===== config.mk =====
export PLATFORM = sky130hd
export DESIGN_NAME = cprs_top
export DESIGN_NICKNAME = d
export VERILOG_FILES = /design/src/inc/cprs_pkg.sv /design/src/core/cprs_sync.sv /design/src/core/cprs_top.sv
export SDC_FILE = /design/constraint.sdc
export NUM_CORES = 1
export LEC_CHECK = 0
export CAP_MARGIN = 20
export CELL_PAD_IN_SITES_DETAIL_PLACEMENT = 0
export CELL_PAD_IN_SITES_GLOBAL_PLACEMENT = 1
export CORE_ASPECT_RATIO = 0.75
export CORE_MARGIN = 2
export CORE_UTILIZATION = 40
export DETAILED_ROUTE_END_ITERATION = 12
export DONT_BUFFER_PORTS = 1
export PLACE_DENSITY = 0.79
export SLEW_MARGIN = 20
export SYNTH_ARGS = -nofsm -noshare
export SYNTH_HDL_FRONTEND = slang
export SYNTH_HIERARCHICAL = 1
export SYNTH_SLANG_ARGS = --single-unit
export TNS_END_PERCENT = 10

===== constraint.sdc =====
create_clock -name i_ref_clk -period 2 [get_ports i_ref_clk]
set_clock_uncertainty 0.1 [all_clocks]
set_input_delay 0.2 -clock i_ref_clk [delete_from_list [all_inputs] [get_ports i_ref_clk]]
set_output_delay 0.2 -clock i_ref_clk [all_outputs]
set_load 0.02 [all_outputs]

===== src/inc/cprs_pkg.sv =====
// Constants and types of the codec power-on reset sequencer
package cprs_pkg;
  // Clock and timing
  localparam int CLK_PERIOD_NS   = 100;
  localparam int GLITCH_NS       = 50;
  localparam int MIN_RESET_NS    = 6000;
  localparam int NOM_RESET_NS    = 10000;
  // Glitch filter: a low must persist longer than the glitch time (round up)
  localparam int GLITCH_CYC      = (GLITCH_NS + CLK_PERIOD_NS - 1) / CLK_PERIOD_NS + 1;
  localparam int MIN_RESET_CYC   = (MIN_RESET_NS + CLK_PERIOD_NS - 1) / CLK_PERIOD_NS;
  localparam int NOM_RESET_CYC   = (NOM_RESET_NS + CLK_PERIOD_NS - 1) / CLK_PERIOD_NS;
  localparam int STRETCH_CYC     = (NOM_RESET_CYC > MIN_RESET_CYC) ? NOM_RESET_CYC
                                                                   : MIN_RESET_CYC;
  localparam int CNT_W           = 8;
  localparam logic [CNT_W-1:0] STRETCH_LAST = CNT_W'(STRETCH_CYC - 1);
  localparam logic [CNT_W-1:0] GLITCH_LAST  = CNT_W'(GLITCH_CYC - 1);
  // Configuration word
  localparam int CFG_W           = 16;
  localparam int ADDR_W          = 7;
  localparam int PIN_W           = 4;
  localparam logic [ADDR_W-1:0] SW_RESET_ADDR = 7'h00;
  localparam logic [ADDR_W-1:0] CFG_ADDR      = 7'h01;
  // Config defaults: bit 15 presets to one, rest clear
  localparam logic [CFG_W-1:0]  CFG_DEFAULT   = 16'h8000;
  localparam int CFG_ANA_MIC_BIT = 0;
  localparam int CFG_DIG_MIC_BIT = 1;
  localparam int CFG_PIN_EN_BIT  = 2;
  typedef enum logic [1:0] {CPRS_IN_RESET, CPRS_STRETCH, CPRS_STANDBY, CPRS_ACTIVE} cprs_state_t;
endpackage


===== src/core/cprs_sync.sv =====
// Two-stage synchroniser with asynchronous preset value zero
`timescale 1ns/1ps
module cprs_sync (
  input  wire logic i_ref_clk,
  input  wire logic i_rst,
  input  wire logic i_d,
  output logic      o_q
);
  logic meta_ff;
  // Second flop alone reads the first
  always_ff @(posedge i_ref_clk or posedge i_rst) begin
    if (i_rst) begin
      meta_ff <= 1'b0;
      o_q     <= 1'b0;
    end else begin
      meta_ff <= i_d;
      o_q     <= meta_ff;
    end
  end
endmodule


===== src/core/cprs_top.sv =====
// Power-on reset sequencer with default register and pin tri-state control
`timescale 1ns/1ps
module cprs_top (
  input  wire logic                       i_ref_clk,
  input  wire logic                       i_rst,
  input  wire logic                       i_ce,
  input  wire logic                       i_supply_ok,
  input  wire logic                       i_wr_en,
  input  wire logic [cprs_pkg::ADDR_W-1:0] i_wr_addr,
  input  wire logic [cprs_pkg::CFG_W-1:0]  i_wr_data,
  input  wire logic [cprs_pkg::PIN_W-1:0]  i_pin_out,
  output logic                            o_power_on_reset_low,
  output logic                            o_wr_accept,
  output logic                            o_standby,
  output logic [cprs_pkg::CFG_W-1:0]       o_cfg,
  output logic [cprs_pkg::PIN_W-1:0]       o_pin_out,
  output logic [cprs_pkg::PIN_W-1:0]       o_pin_oe_n
);
  import cprs_pkg::*;

  // ----------------------------------------------------------------
  // Supply level synchroniser
  // ----------------------------------------------------------------
  logic supply_sync;

  cprs_sync u_sync (
    .i_ref_clk (i_ref_clk),
    .i_rst     (i_rst),
    .i_d       (i_supply_ok),
    .o_q       (supply_sync)
  );

  // ----------------------------------------------------------------
  // Glitch filter
  // ----------------------------------------------------------------
  logic [CNT_W-1:0] low_cnt_ff;
  logic             supply_bad_ff;

  // Supply must stay low past glitch length before it counts
  always_ff @(posedge i_ref_clk or posedge i_rst) begin
    if (i_rst) begin
      low_cnt_ff    <= '0;
      supply_bad_ff <= 1'b1;
    end else if (i_ce) begin
      if (supply_sync) begin
        low_cnt_ff    <= '0;
        supply_bad_ff <= 1'b0;
      end else if (low_cnt_ff == GLITCH_LAST) begin
        supply_bad_ff <= 1'b1;
      end else begin
        low_cnt_ff    <= low_cnt_ff + 1'b1;
      end
    end
  end

  // ----------------------------------------------------------------
  // Sequencer
  // ----------------------------------------------------------------
  cprs_state_t      state_ff;
  cprs_state_t      nxt_state;
  logic [CNT_W-1:0] wid_cnt_ff;
  logic             sw_reset;

  assign sw_reset = i_wr_en && (state_ff == CPRS_ACTIVE) && (i_wr_addr == SW_RESET_ADDR);

  // Next state
  always_comb begin
    nxt_state = state_ff;
    case (state_ff)
      CPRS_IN_RESET: if (!supply_bad_ff) nxt_state = CPRS_STRETCH;
      CPRS_STRETCH:  if (supply_bad_ff) nxt_state = CPRS_IN_RESET;
                     else if (wid_cnt_ff == STRETCH_LAST) nxt_state = CPRS_STANDBY;
      CPRS_STANDBY:  if (supply_bad_ff) nxt_state = CPRS_IN_RESET;
                     else nxt_state = CPRS_ACTIVE;
      CPRS_ACTIVE:   if (supply_bad_ff) nxt_state = CPRS_IN_RESET;
      default:       nxt_state = CPRS_IN_RESET;
    endcase
  end

  // State register
  always_ff @(posedge i_ref_clk or posedge i_rst) begin
    if (i_rst) begin
      state_ff <= CPRS_IN_RESET;
    end else if (i_ce) begin
      state_ff <= nxt_state;
    end
  end

  // Reset width counter, counts only in CPRS_STRETCH, once the supply is good
  always_ff @(posedge i_ref_clk or posedge i_rst) begin
    if (i_rst) begin
      wid_cnt_ff <= '0;
    end else if (i_ce) begin
      if (state_ff != CPRS_STRETCH) begin
        wid_cnt_ff <= '0;
      end else begin
        wid_cnt_ff <= wid_cnt_ff + 1'b1;
      end
    end
  end

  // Internal reset released on a clock edge
  always_ff @(posedge i_ref_clk or posedge i_rst) begin
    if (i_rst) begin
      o_power_on_reset_low <= 1'b0;
    end else if (i_ce) begin
      o_power_on_reset_low <= (nxt_state == CPRS_STANDBY) || (nxt_state == CPRS_ACTIVE);
    end
  end

  // Write acceptance and stand-by flags
  always_ff @(posedge i_ref_clk or posedge i_rst) begin
    if (i_rst) begin
      o_wr_accept <= 1'b0;
      o_standby   <= 1'b1;
    end else if (i_ce) begin
      o_wr_accept <= (nxt_state == CPRS_ACTIVE);
      o_standby   <= (nxt_state != CPRS_ACTIVE) || sw_reset ||
                     (o_cfg[CFG_ANA_MIC_BIT] == 1'b0 && o_cfg[CFG_DIG_MIC_BIT] == 1'b0);
    end
  end

  // ----------------------------------------------------------------
  // Configuration register
  // ----------------------------------------------------------------
  // Defaults while in reset or on software reset write
  always_ff @(posedge i_ref_clk or posedge i_rst) begin
    if (i_rst) begin
      o_cfg <= CFG_DEFAULT;
    end else if (i_ce) begin
      // Supply loss forces defaults on the same edge that drops the reset output
      if (state_ff != CPRS_ACTIVE || supply_bad_ff) begin
        o_cfg <= CFG_DEFAULT;
      end else if (sw_reset) begin
        o_cfg <= CFG_DEFAULT;
      end else if (i_wr_en && i_wr_addr == CFG_ADDR) begin
        o_cfg <= i_wr_data;
      end
    end
  end

  // ----------------------------------------------------------------
  // Digital pins
  // ----------------------------------------------------------------
  // Pins float while supply is bad or pins are disabled
  always_ff @(posedge i_ref_clk or posedge i_rst) begin
    if (i_rst) begin
      o_pin_out  <= '0;
      o_pin_oe_n <= '1;
    end else if (i_ce) begin
      if (supply_bad_ff || state_ff != CPRS_ACTIVE || !o_cfg[CFG_PIN_EN_BIT]) begin
        o_pin_out  <= '0;
        o_pin_oe_n <= '1;
      end else begin
        o_pin_out  <= i_pin_out;
        o_pin_oe_n <= '0;
      end
    end
  end
endmodule


==> results.cfg, run 1 <==
[outcome]
result_of_the_run = completed

[logic_synthesis]
async_flop_share_pct = 100
seq_area_frac_synth_pct = 55.7
syn-num-nets = 207
yosys_warnings = 6
synthesis.area_um2 = 1980
synth_cell_types = 48
primary_flip_flop_cell_chosen_by_synthesis_mapping = dfrtp_1
synthesis.area_per_instance_um2 = 11.5
synth_seq_cells = 44
synth_enable_flop_cells = 0
synthCells = 172

[worst_setup_path]
startpoint_type = flip-flop
setup.reg_to_reg.worst_slack_ps = 320
startpoint = low_cnt_ff[1]
worst-endpoint-required_ps = 2070
r2r_cells = 5
critical_path_class = flip-flop to flip-flop
critPathMaxFanout = 4
worst_r2r_endpoint = low_cnt_ff[2]
arrival_worst_endpoint_ps = 1750
end_kind = flip-flop
r2r-start = low_cnt_ff[1]
cp-endpoint = low_cnt_ff[2]

[clock_tree]
cts.reportedPaths.clkPinSlew_ps = 80
cts.sinks = 44
cts_root_buffer = clkbuf_8
clk_latency_ps = 300
cts.path.max_buffers = 2
cts-htree-levels = 2
cts_made_buffers = 5
tritoncts_clock_tree = built

[timing]
period_needed_ps = 1680
maxSlewViolCount = 0
tightest_slew_ps = 735
setup_tns_final_ps = 0
timing.final.ws_setup_ps = 323
grt_setup_unrepaired = false
max_freq_mhz = 596
setup_viol = 0
max_slew_margin_pct = 50.9
whs_ps = 35.8
finalHoldViolCount = 0
post-route-period-util_pct = 83.9

[die]
floorplan.die_area_um2 = 5550
dieHeight_um = 65
std_cell_rows = 22
ioPinCount = 59
floorplan.die.width_um = 85.3
core_um2 = 4840
initial_core_utilization_pct = 41.0

[grt]
maximum_number_of_pins_on_one_net_before_global_route_repair = 43
overflow = 0
global_route_usage_over_all_layers_pct = 16.6
first_global_vias = 1609
antenna_violations_before_repair = 0
grt_pass1_wl_um = 7200

[place]
dp_worst_setup_slack_ps = -30.7
port-buffer-count = 0
post-dp-hpwl_um = 2910
gp_congestion = 0.771

[power_and_ir_drop]
cellPowerDensity_nw_per_um2 = 772
pwr-share-clk_pct = 29.7
vdd_drop_max_mv = 0.427
power.leakage_nw = 1.04
netSwitchingFraction_pct = 27.6
power.net_switching_mw = 0.501
power_frac_comb_pct = 13.0
p_int_mw = 1.31
p_seq_share_pct = 57.3

[layout]
antenna-diode-count = 0
layout.area.seq_um2 = 1110
filler_cells_inserted = 437
synthToLayoutAreaGrowth_pct = 18.3
final_layout_size_suffix_gt1_share_pct = 16.2
final_net_count = 232
multi_input_area_um2 = 786

[route]
ant_nets = 0
route.vias.total = 1497
routed_wl_um = 4370
residual_drc = 0
routed_length_per_instance_um = 17.0
first_iter_violations = 81
viasPerCell = 5.80
drt_pass_1_iters = 4

[flow_run]
drv.max_cap_violation_count = 0

[worst_hold_path]
path_category_of_the_worst_min_delay_check = input pin to flip-flop
==> state kept, by name, indices dropped and copies added (netlist names) <==
| name | cells |
|---|---|
| state_ff | 2 |
| supply_bad_ff | 1 |
| u_sync/o_q | 1 |
| o_wr_accept | 1 |
| o_standby | 1 |
| u_sync/meta_ff | 1 |
| o_pin_oe_n | 1 |
| o_pin_out | 4 |
| low_cnt_ff | 8 |
| o_cfg | 16 |
| wid_cnt_ff | 8 |
==> power by group through the flow <==
stage          registers [mW]  clock network, mW  logic [mW]
2_1_floorplan            1.03                  0       0.165
3_3_place_gp             1.05                  0       0.187
3_5_place_dp             1.05                  0       0.194
4_1_cts                  1.04              0.560       0.238
5_1_grt                  1.05              0.589       0.267
6_report                 1.04              0.539       0.235
==> cells in the mapped netlist (4+ instances only) <==
| master | instances | area [um2] |
|---|---|---|
| dfstp_2 | 4 | 105 |
| o21ai_0 | 8 | 40.0 |
| a22o_2 | 12 | 120 |
| dfrtp_1 | 40 | 1000 |
| nand4_1 | 5 | 31.3 |
| inv_1 | 11 | 41.3 |
| or3_1 | 4 | 25.0 |
| nand2_1 | 10 | 37.5 |
| a21oi_1 | 5 | 25.0 |
| nor2_1 | 9 | 33.8 |
| a22o_1 | 7 | 61.3 |
| nand2b_1 | 4 | 25.0 |
==> logic make-up after synthesis <==
| family | after synthesis | synth area share, % |
|---|---|---|
| AND/OR/NAND/NOR | 50 | 14.9 |
| buffers and inverters | 19 | 4.98 |
| multiplexers | 3 | 1.58 |
| AO/OA/AOI/OAI | 50 | 19.5 |
| flip-flops | 44 | 55.7 |
| adder cells (fa/ha/maj) | 3 | 1.89 |
| XOR/XNOR | 3 | 1.32 |
==> how the worst min path moves through the flow <==
| stage | end | startpoint | cells past startpoint |
|---|---|---|---|
| 6_report | low_cnt_ff[6] | i_ce | 2 |
| 5_1_grt | low_cnt_ff[6] | i_ce | 2 |
| 4_1_cts | low_cnt_ff[6] | i_ce | 2 |
| 3_5_place_dp | u_sync/meta_ff | i_rst | 1 |
| 3_3_place_gp | u_sync/meta_ff | i_rst | 1 |
| 2_1_floorplan | u_sync/meta_ff | i_rst | 1 |
==> timing repair <==
action	4_1_cts	5_1_grt
hold buffers	23	0
setup buffers	0	0
endpoints found under the setup margin	16	0
resized for setup	1	0
endpoints found under the hold margin	68	0
==> worst max-delay path, stage by stage, from the launching register on <==
cell     delay [ps]
dfrtp_1         420
inv_1            90
ha_1            140
nor4b_1         430
a21o_1          260
o21ai_0         120
==> metal layers <==
layer / track usage, % / vias up / part of all wire [%]
li1: - / 687 / -
met1: 18.8 / 754 / 41
met2: 29.7 / 43 / 51
met3: 4.59 / 13 / 5.4
met4: 6.94 / 0 / 2.4
met5: 0 / - / 0
==> final cells by class <==
type / count / area share, %
clock inverter: 3 / 0.799
clock buffer: 5 / 2.93
timing repair buffer: 26 / 10.8
multi-input combinational: 109 / 33.5
sequential: 44 / 47.1
inverter: 11 / 1.76
tap: 60 / 3.20
==> through the flow <==
step / utilization [%] / std cells / cell area [um2] / power [mW]
6_report: 48.5 / 258 / 2350 / 1.81
5_1_grt: 48.5 / 258 / 2350 / 1.91
4_1_cts: 48.5 / 258 / 2350 / 1.83
3_5_place_dp: 41.8 / 227 / 2020 / 1.25
3_3_place_gp: 41.8 / 227 / 2020 / 1.23
2_1_floorplan: - / 172 / 1980 / 1.20
==> cell usage in the layout, fill, tap and decap left out, drive strengths merged, types with 2 or more instances in the layout <==
master and n:
nand2 10, nor2 9, nand2b 4, a21o 2, clkinv 3, or4 2
dfstp 4, inv 11, nor2b 2, xor2 3, nand3b 2, or3 4
mux2i 2, nor4 3, dlygate4sd3 23, o2bb2ai 2, nand4 5, dfrtp 40
nand3 3, clkbuf 5, a22o 19, a31oi 3, ha 3, o21ai 8
a21oi 5, buf 3
No activity file was read; power rests on OpenSTA's default activity.
==> run 2, diff against run 1 <==
--- a/config.mk
+++ b/config.mk
@@ -5,6 +5,7 @@
 export SDC_FILE = /design/constraint.sdc
 export NUM_CORES = 1
 export LEC_CHECK = 0
+export ABC_AREA = 1
 export CAP_MARGIN = 20
 export CELL_PAD_IN_SITES_DETAIL_PLACEMENT = 0
 export CELL_PAD_IN_SITES_GLOBAL_PLACEMENT = 1
@@ -13,7 +14,7 @@
 export CORE_UTILIZATION = 40
 export DETAILED_ROUTE_END_ITERATION = 12
 export DONT_BUFFER_PORTS = 1
-export PLACE_DENSITY = 0.79
+export PLACE_DENSITY = 0.85
 export SLEW_MARGIN = 20
 export SYNTH_ARGS = -nofsm -noshare
 export SYNTH_HDL_FRONTEND = slang
==> constraint.sdc (replaced) <==
create_clock -name i_ref_clk -period 1.49 [get_ports i_ref_clk]
set_clock_uncertainty 0.1 [all_clocks]
set_input_delay 0.149 -clock i_ref_clk [delete_from_list [all_inputs] [get_ports i_ref_clk]]
set_output_delay 0.149 -clock i_ref_clk [all_outputs]
set_load 0.02 [all_outputs]
==> results.cfg, run 2 <==
[outcome]
result_of_the_run = finished with violations
violations = hold timing

[timing]
max_slew_margin_pct = 81.5
timing.final.ws_setup_ps = 41.4
whs_ps = -15.3
maxSlewViolCount = 0
setup_tns_final_ps = 0
max_freq_mhz = 690
finalHoldViolCount = 1
tightest_slew_ps = 277
grt_setup_unrepaired = true
post-route-period-util_pct = 97.2
setup_viol = 0
period_needed_ps = 1450

[logic_synthesis]
syn-num-nets = 313
yosys_warnings = 6
yosys.cell_count.top_type = nand2_1
synthesis.area_um2 = 2250
seq_area_frac_synth_pct = 49.1
synthCells = 278
primary_flip_flop_cell_chosen_by_synthesis_mapping = dfrtp_1
synth_top_area_share_pct = 44.4
synth_top_area_cell = dfrtp_1
synth.top_cells.by_area = dfrtp_1 44%, nand2_1 13%, inv_1 6.0%
synth_seq_cells = 44
synth_enable_flop_cells = 0
async_flop_share_pct = 100
synthesis.area_per_instance_um2 = 8.11
yosys-top-cells-count = 80 x nand2_1, 40 x dfrtp_1, 36 x inv_1
synth_cell_types = 29

[place]
post-dp-hpwl_um = 3410
port-buffer-count = 0
place_area_um2 = 2340
dp_worst_setup_slack_ps = 4.97
gp_congestion = 0.833

[route]
viasPerCell = 4.89
route.vias.total = 1894
drt_pass_1_iters = 4
residual_drc = 0
routed_wl_um = 5160
first_iter_violations = 92
routed_length_per_instance_um = 13.3
ant_nets = 0

[die]
initial_core_utilization_pct = 41.9
floorplan.die.width_um = 90.7
ioPinCount = 59
dieHeight_um = 69.0
floorplan.die_area_um2 = 6260
core_um2 = 5380
std_cell_rows = 23

[worst_hold_path]
path_category_of_the_worst_min_delay_check = input pin to flip-flop

[worst_setup_path]
setup.reg_to_reg.worst_slack_ps = 40
r2r_cells = 9
r2r-start = low_cnt_ff[0]
crit_path_cell_trace = buf_4 -> ha_1 -> nand2_1 -> inv_2 -> nand2_1 -> xor2_1 -> nor2_1 -> nand2_1 -> nand2_1
cp_slowest_cell = dfrtp_1
arrival_worst_endpoint_ps = 1540
slowest_delay_ps = 410
startpoint_type = flip-flop
cp-endpoint = low_cnt_ff[4]
critPathMostFrequentCell = nand2_1
startpoint = low_cnt_ff[0]
end_kind = flip-flop
critical_path_class = flip-flop to flip-flop
worst_r2r_endpoint = low_cnt_ff[4]
critPathMaxFanout = 3
worst-endpoint-required_ps = 1580

[clock_tree]
clk_latency_ps = 290
cts_made_buffers = 5
cts.path.max_buffers = 2
cts.reportedPaths.clkPinSlew_ps = 80
cts-htree-levels = 2
tritoncts_clock_tree = built
cts.sinks = 44
cts_root_buffer = clkbuf_8

[layout]
filler_cells_inserted = 513
layout_commonest_cell = nand2_1
layout.area.seq_um2 = 1110
synthToLayoutAreaGrowth_pct = 23.9
largest_register = o_cfg
final_net_count = 346
multi_input_area_um2 = 986
largest_register_ff_count = 16
final_layout_size_suffix_gt1_share_pct = 17.3
stdcell_area_um2 = 2790
reg_top3 = o_cfg (16), low_cnt_ff (8), wid_cnt_ff (8)
antenna-diode-count = 0
final_cell_mix = 77 x nand2_1, 39 x dfrtp_1, 34 x inv_1

[flow_run]
drv.max_cap_violation_count = 0

[grt]
antenna_violations_before_repair = 0
first_global_vias = 1833
maximum_number_of_pins_on_one_net_before_global_route_repair = 43
global_route_usage_over_all_layers_pct = 17.0
grt_pass1_wl_um = 8640
overflow = 0

[power_and_ir_drop]
cellPowerDensity_nw_per_um2 = 1010
power.leakage_nw = 1.37
vdd_drop_max_mv = 0.593
-- run 2: cell families (layout without fill, tap and decap cells) --
logic type                 Yosys count  after routing  synth area share, %
adders and majority gates            3              3                 1.66
AOI/OAI and AO/OA                   23             23                 5.88
buffers and inverters               48             82                 9.66
xor gates and xnor gates             3              3                 1.17
and+or+nand+nor                    157            157                 32.6
DFF                                 44             44                 49.1
-- run 2: per-stage QoR --
| stage | utilization (%) | std cells | total power [mW] |
|---|---|---|---|
| 5_1_grt | 51.9 | 387 | 2.97 |
| 3_3_place_gp | 43.5 | 350 | 1.75 |
| 6_report | 51.9 | 387 | 2.82 |
| 3_5_place_dp | 43.5 | 350 | 1.76 |
| 4_1_cts | 50.2 | 382 | 2.73 |
| 2_1_floorplan | - | 278 | 1.66 |
-- run 2: where the power goes --
part           internal (mW)  total [mW]  switching, mW
combinational          0.252       0.530          0.278
clock                  0.498       0.899          0.402
sequential              1.28        1.39          0.102
-- run 2: worst min-delay path by stage --
stage	startpoint	endpoint	slack, ps	cells past startpoint
after global routing	i_ce	low_cnt_ff[7]	10	2
final	i_ce	low_cnt_ff[7]	-20	2
after CTS	i_ce	wid_cnt_ff[5]	20	4
after detailed placement	i_rst	u_sync/meta_ff	-200	1
after global placement	i_rst	u_sync/meta_ff	-200	1
after floorplan	i_rst	u_sync/meta_ff	-210	1
-- run 2: metal layers --
layer  track usage [%]  wire (um)
met4              5.98         78
met2              26.6       2400
met3              4.04        268
met5                 0          0
met1              23.2       2420
-- run 2: repair_timing --
action | in CTS | in global routing
pin swaps | 0 | 6
setup buffers | 0 | 5
endpoints found under the hold margin | 77 | 0
setup endpoints to repair | 2 | 24
gates resized for setup | 1 | 18
hold buffers | 24 | 0
gates cloned | 0 | 0
-- run 2: cell type report --
cell class | instances | share of cell area, %
Inverter | 38 | 5.11
Clock buffer | 6 | 2.60
Timing Repair Buffer | 36 | 12.8
Sequential cell | 44 | 39.6
Multi-Input combinational cell | 186 | 35.3
Clock inverter | 2 | 1.25
Tap cell | 75 | 3.36
-- run 2: worst max-delay path: cells and delay by family (launching register included) --
family | cells | cell delay [ps]
and+or+nand+nor | 5 | 310
adders and majority gates | 1 | 200
buffers and inverters | 2 | 190
xor gates and xnor gates | 1 | 150
DFF | 1 | 410
==> run 3, diff against run 2 <==
--- a/config.mk
+++ b/config.mk
@@ -14,7 +14,7 @@
 export CORE_UTILIZATION = 40
 export DETAILED_ROUTE_END_ITERATION = 12
 export DONT_BUFFER_PORTS = 1
-export PLACE_DENSITY = 0.85
+export PLACE_DENSITY = 0.82
 export SLEW_MARGIN = 20
 export SYNTH_ARGS = -nofsm -noshare
 export SYNTH_HDL_FRONTEND = slang
==> constraint.sdc (replaced) <==
create_clock -name i_ref_clk -period 1.57 [get_ports i_ref_clk]
set_clock_uncertainty 0.1 [all_clocks]
set_input_delay 0.157 -clock i_ref_clk [delete_from_list [all_inputs] [get_ports i_ref_clk]]
set_output_delay 0.157 -clock i_ref_clk [all_outputs]
set_load 0.02 [all_outputs]
==> results.cfg, run 3 (synthesis results as in run 2) <==
[outcome]
result_of_the_run = finished with violations
violations = hold timing

[power_and_ir_drop]
power.total_mw = 2.68
power.net_switching_mw = 0.718
p_int_mw = 1.96
p_seq_share_pct = 48.6
vdd_drop_max_mv = 0.491
power.leakage_nw = 1.36
netSwitchingFraction_pct = 26.8
cellPowerDensity_nw_per_um2 = 983
pwr-share-clk_pct = 36.0
power_frac_comb_pct = 15.4

[die]
initial_core_utilization_pct = 41.9
core_um2 = 5380
floorplan.die_area_um2 = 6260
std_cell_rows = 23
dieHeight_um = 69.0
ioPinCount = 59
floorplan.die.width_um = 90.7

[layout]
final_cell_mix = 78 x nand2_1, 40 x dfrtp_1, 36 x inv_1
filler_cells_inserted = 542
antenna-diode-count = 0
largest_register = o_cfg
fin_util_pct = 50.7
reg_top3 = o_cfg (16), low_cnt_ff (8), wid_cnt_ff (8)
layout_commonest_cell = nand2_1
final_net_count = 342
synthToLayoutAreaGrowth_pct = 21.0
final_layout_size_suffix_gt1_share_pct = 12.3
largest_register_ff_count = 16

[worst_setup_path]
crit_path_cell_trace = buf_4
worst-endpoint-required_ps = 1310
slowest_delay_ps = 690
cpLargestDelayFamily = flip-flops
critical_path_class = flip-flop to primary output
cp_slowest_cell = dfstp_2
timing.critical_path.buf_inv = 1
startpoint_type = flip-flop
arrival_worst_endpoint_ps = 1190
setup.reg_to_reg.worst_slack_ps = 140
end_kind = primary output
critPathMaxFanout = 5

[clock_tree]
cts_made_buffers = 5
cts.sinks = 44
cts.reportedPaths.clkPinSlew_ps = 80
clk_latency_ps = 310
tritoncts_clock_tree = built
cts_root_buffer = clkbuf_8
cts.path.max_buffers = 2
cts-htree-levels = 2
postCtsSetupBuffers = 0

[timing]
setup_viol = 0
setup_tns_final_ps = 0
period_needed_ps = 1450
max_slew_margin_pct = 73.2
post-route-period-util_pct = 92.3
whs_ps = -4.99
tightest_slew_ps = 401
max_freq_mhz = 690
maxSlewViolCount = 0
finalHoldViolCount = 1
grt_setup_unrepaired = false
timing.final.ws_setup_ps = 121

[place]
gp_congestion = 0.783
port-buffer-count = 0
dp_worst_setup_slack_ps = 89.4
post-dp-hpwl_um = 3430

[route]
viasPerCell = 4.86
residual_drc = 0
routed_wl_um = 5100
drt_pass_1_iters = 4
ant_nets = 0
first_iter_violations = 96
routed_length_per_instance_um = 13.3
route.vias.total = 1863

[grt]
grt_pass1_wl_um = 8950
global_route.usage.met2_pct = 25.6
maximum_number_of_pins_on_one_net_before_global_route_repair = 43
overflow = 0
antenna_violations_before_repair = 0
top_usage_layer = met2
first_global_vias = 1892
global_route_usage_over_all_layers_pct = 17.7
grt_util_met1_pct = 24.9
global_route.usage.met3_pct = 5.03

[worst_hold_path]
path_category_of_the_worst_min_delay_check = input pin to flip-flop

[flow_run]
drv.max_cap_violation_count = 0
==> run 3: final timing paths <==
check	end	startpoint	depth (start not counted)
worst max-delay path	o_pin_oe_n[0]	o_pin_oe_n[2]	1
worst min-delay path	low_cnt_ff[7]	i_ce	2
worst max register to register	low_cnt_ff[5]	low_cnt_ff[1]	10
worst min register to register	u_sync/o_q	u_sync/meta_ff	0
max in group asynchronous	o_cfg[15]	i_rst	3
min in group asynchronous	u_sync/meta_ff	i_rst	2
==> run 3: layer usage <==
metal,part of all wire (%),up-vias
met3,5.8,8
met1,48,855
met5,0,-
met4,1.9,0
met2,44,55
li1,-,945
==> run 3: timing repair <==
action                                 4_1_cts  5_1_grt
resized for setup                            0        2
endpoints found under the hold margin       79        0
hold buffers                                24        0
setup endpoints to repair                    0        8
==> run 3: area by class of cell <==
cell class                      instances  area, um2  area share (%)
Timing Repair Buffer                   32        323            11.8
Sequential cell                        44       1110            40.6
Multi-Input combinational cell        186        936            34.3
Clock inverter                          1       30.0            1.10
Clock buffer                            7       96.3            3.53
Tap cell                               75       93.8            3.44
Inverter                               38        143            5.23
==> run 3: per-stage QoR <==
stage,instance area [um2],instances
after global placement,2350,351
after floorplan,2250,278
after global routing,2730,383
after CTS,2720,383
final,2730,383
after detailed placement,2350,351
==> run 3: worst reg2reg max path, cell delays in order, from the launching register on <==
cell and delay (ps):
dfrtp_1 400, inv_1 60, ha_1 180, inv_1 70, nor2_1 40, nand3_1 100
nand2_1 90, nand2_2 130, nand2_1 70, nand2_1 60, inv_1 40
==> run 3: power by group through the flow <==
stage / Combinational (mW) / Sequential (mW) / Clock [mW]
finish: 0.412 / 1.30 / 0.966
global route: 0.482 / 1.32 / 1.03
CTS: 0.414 / 1.30 / 0.996
global placement: 0.346 / 1.32 / 0
detailed placement: 0.344 / 1.33 / 0
floorplan: 0.269 / 1.31 / 0
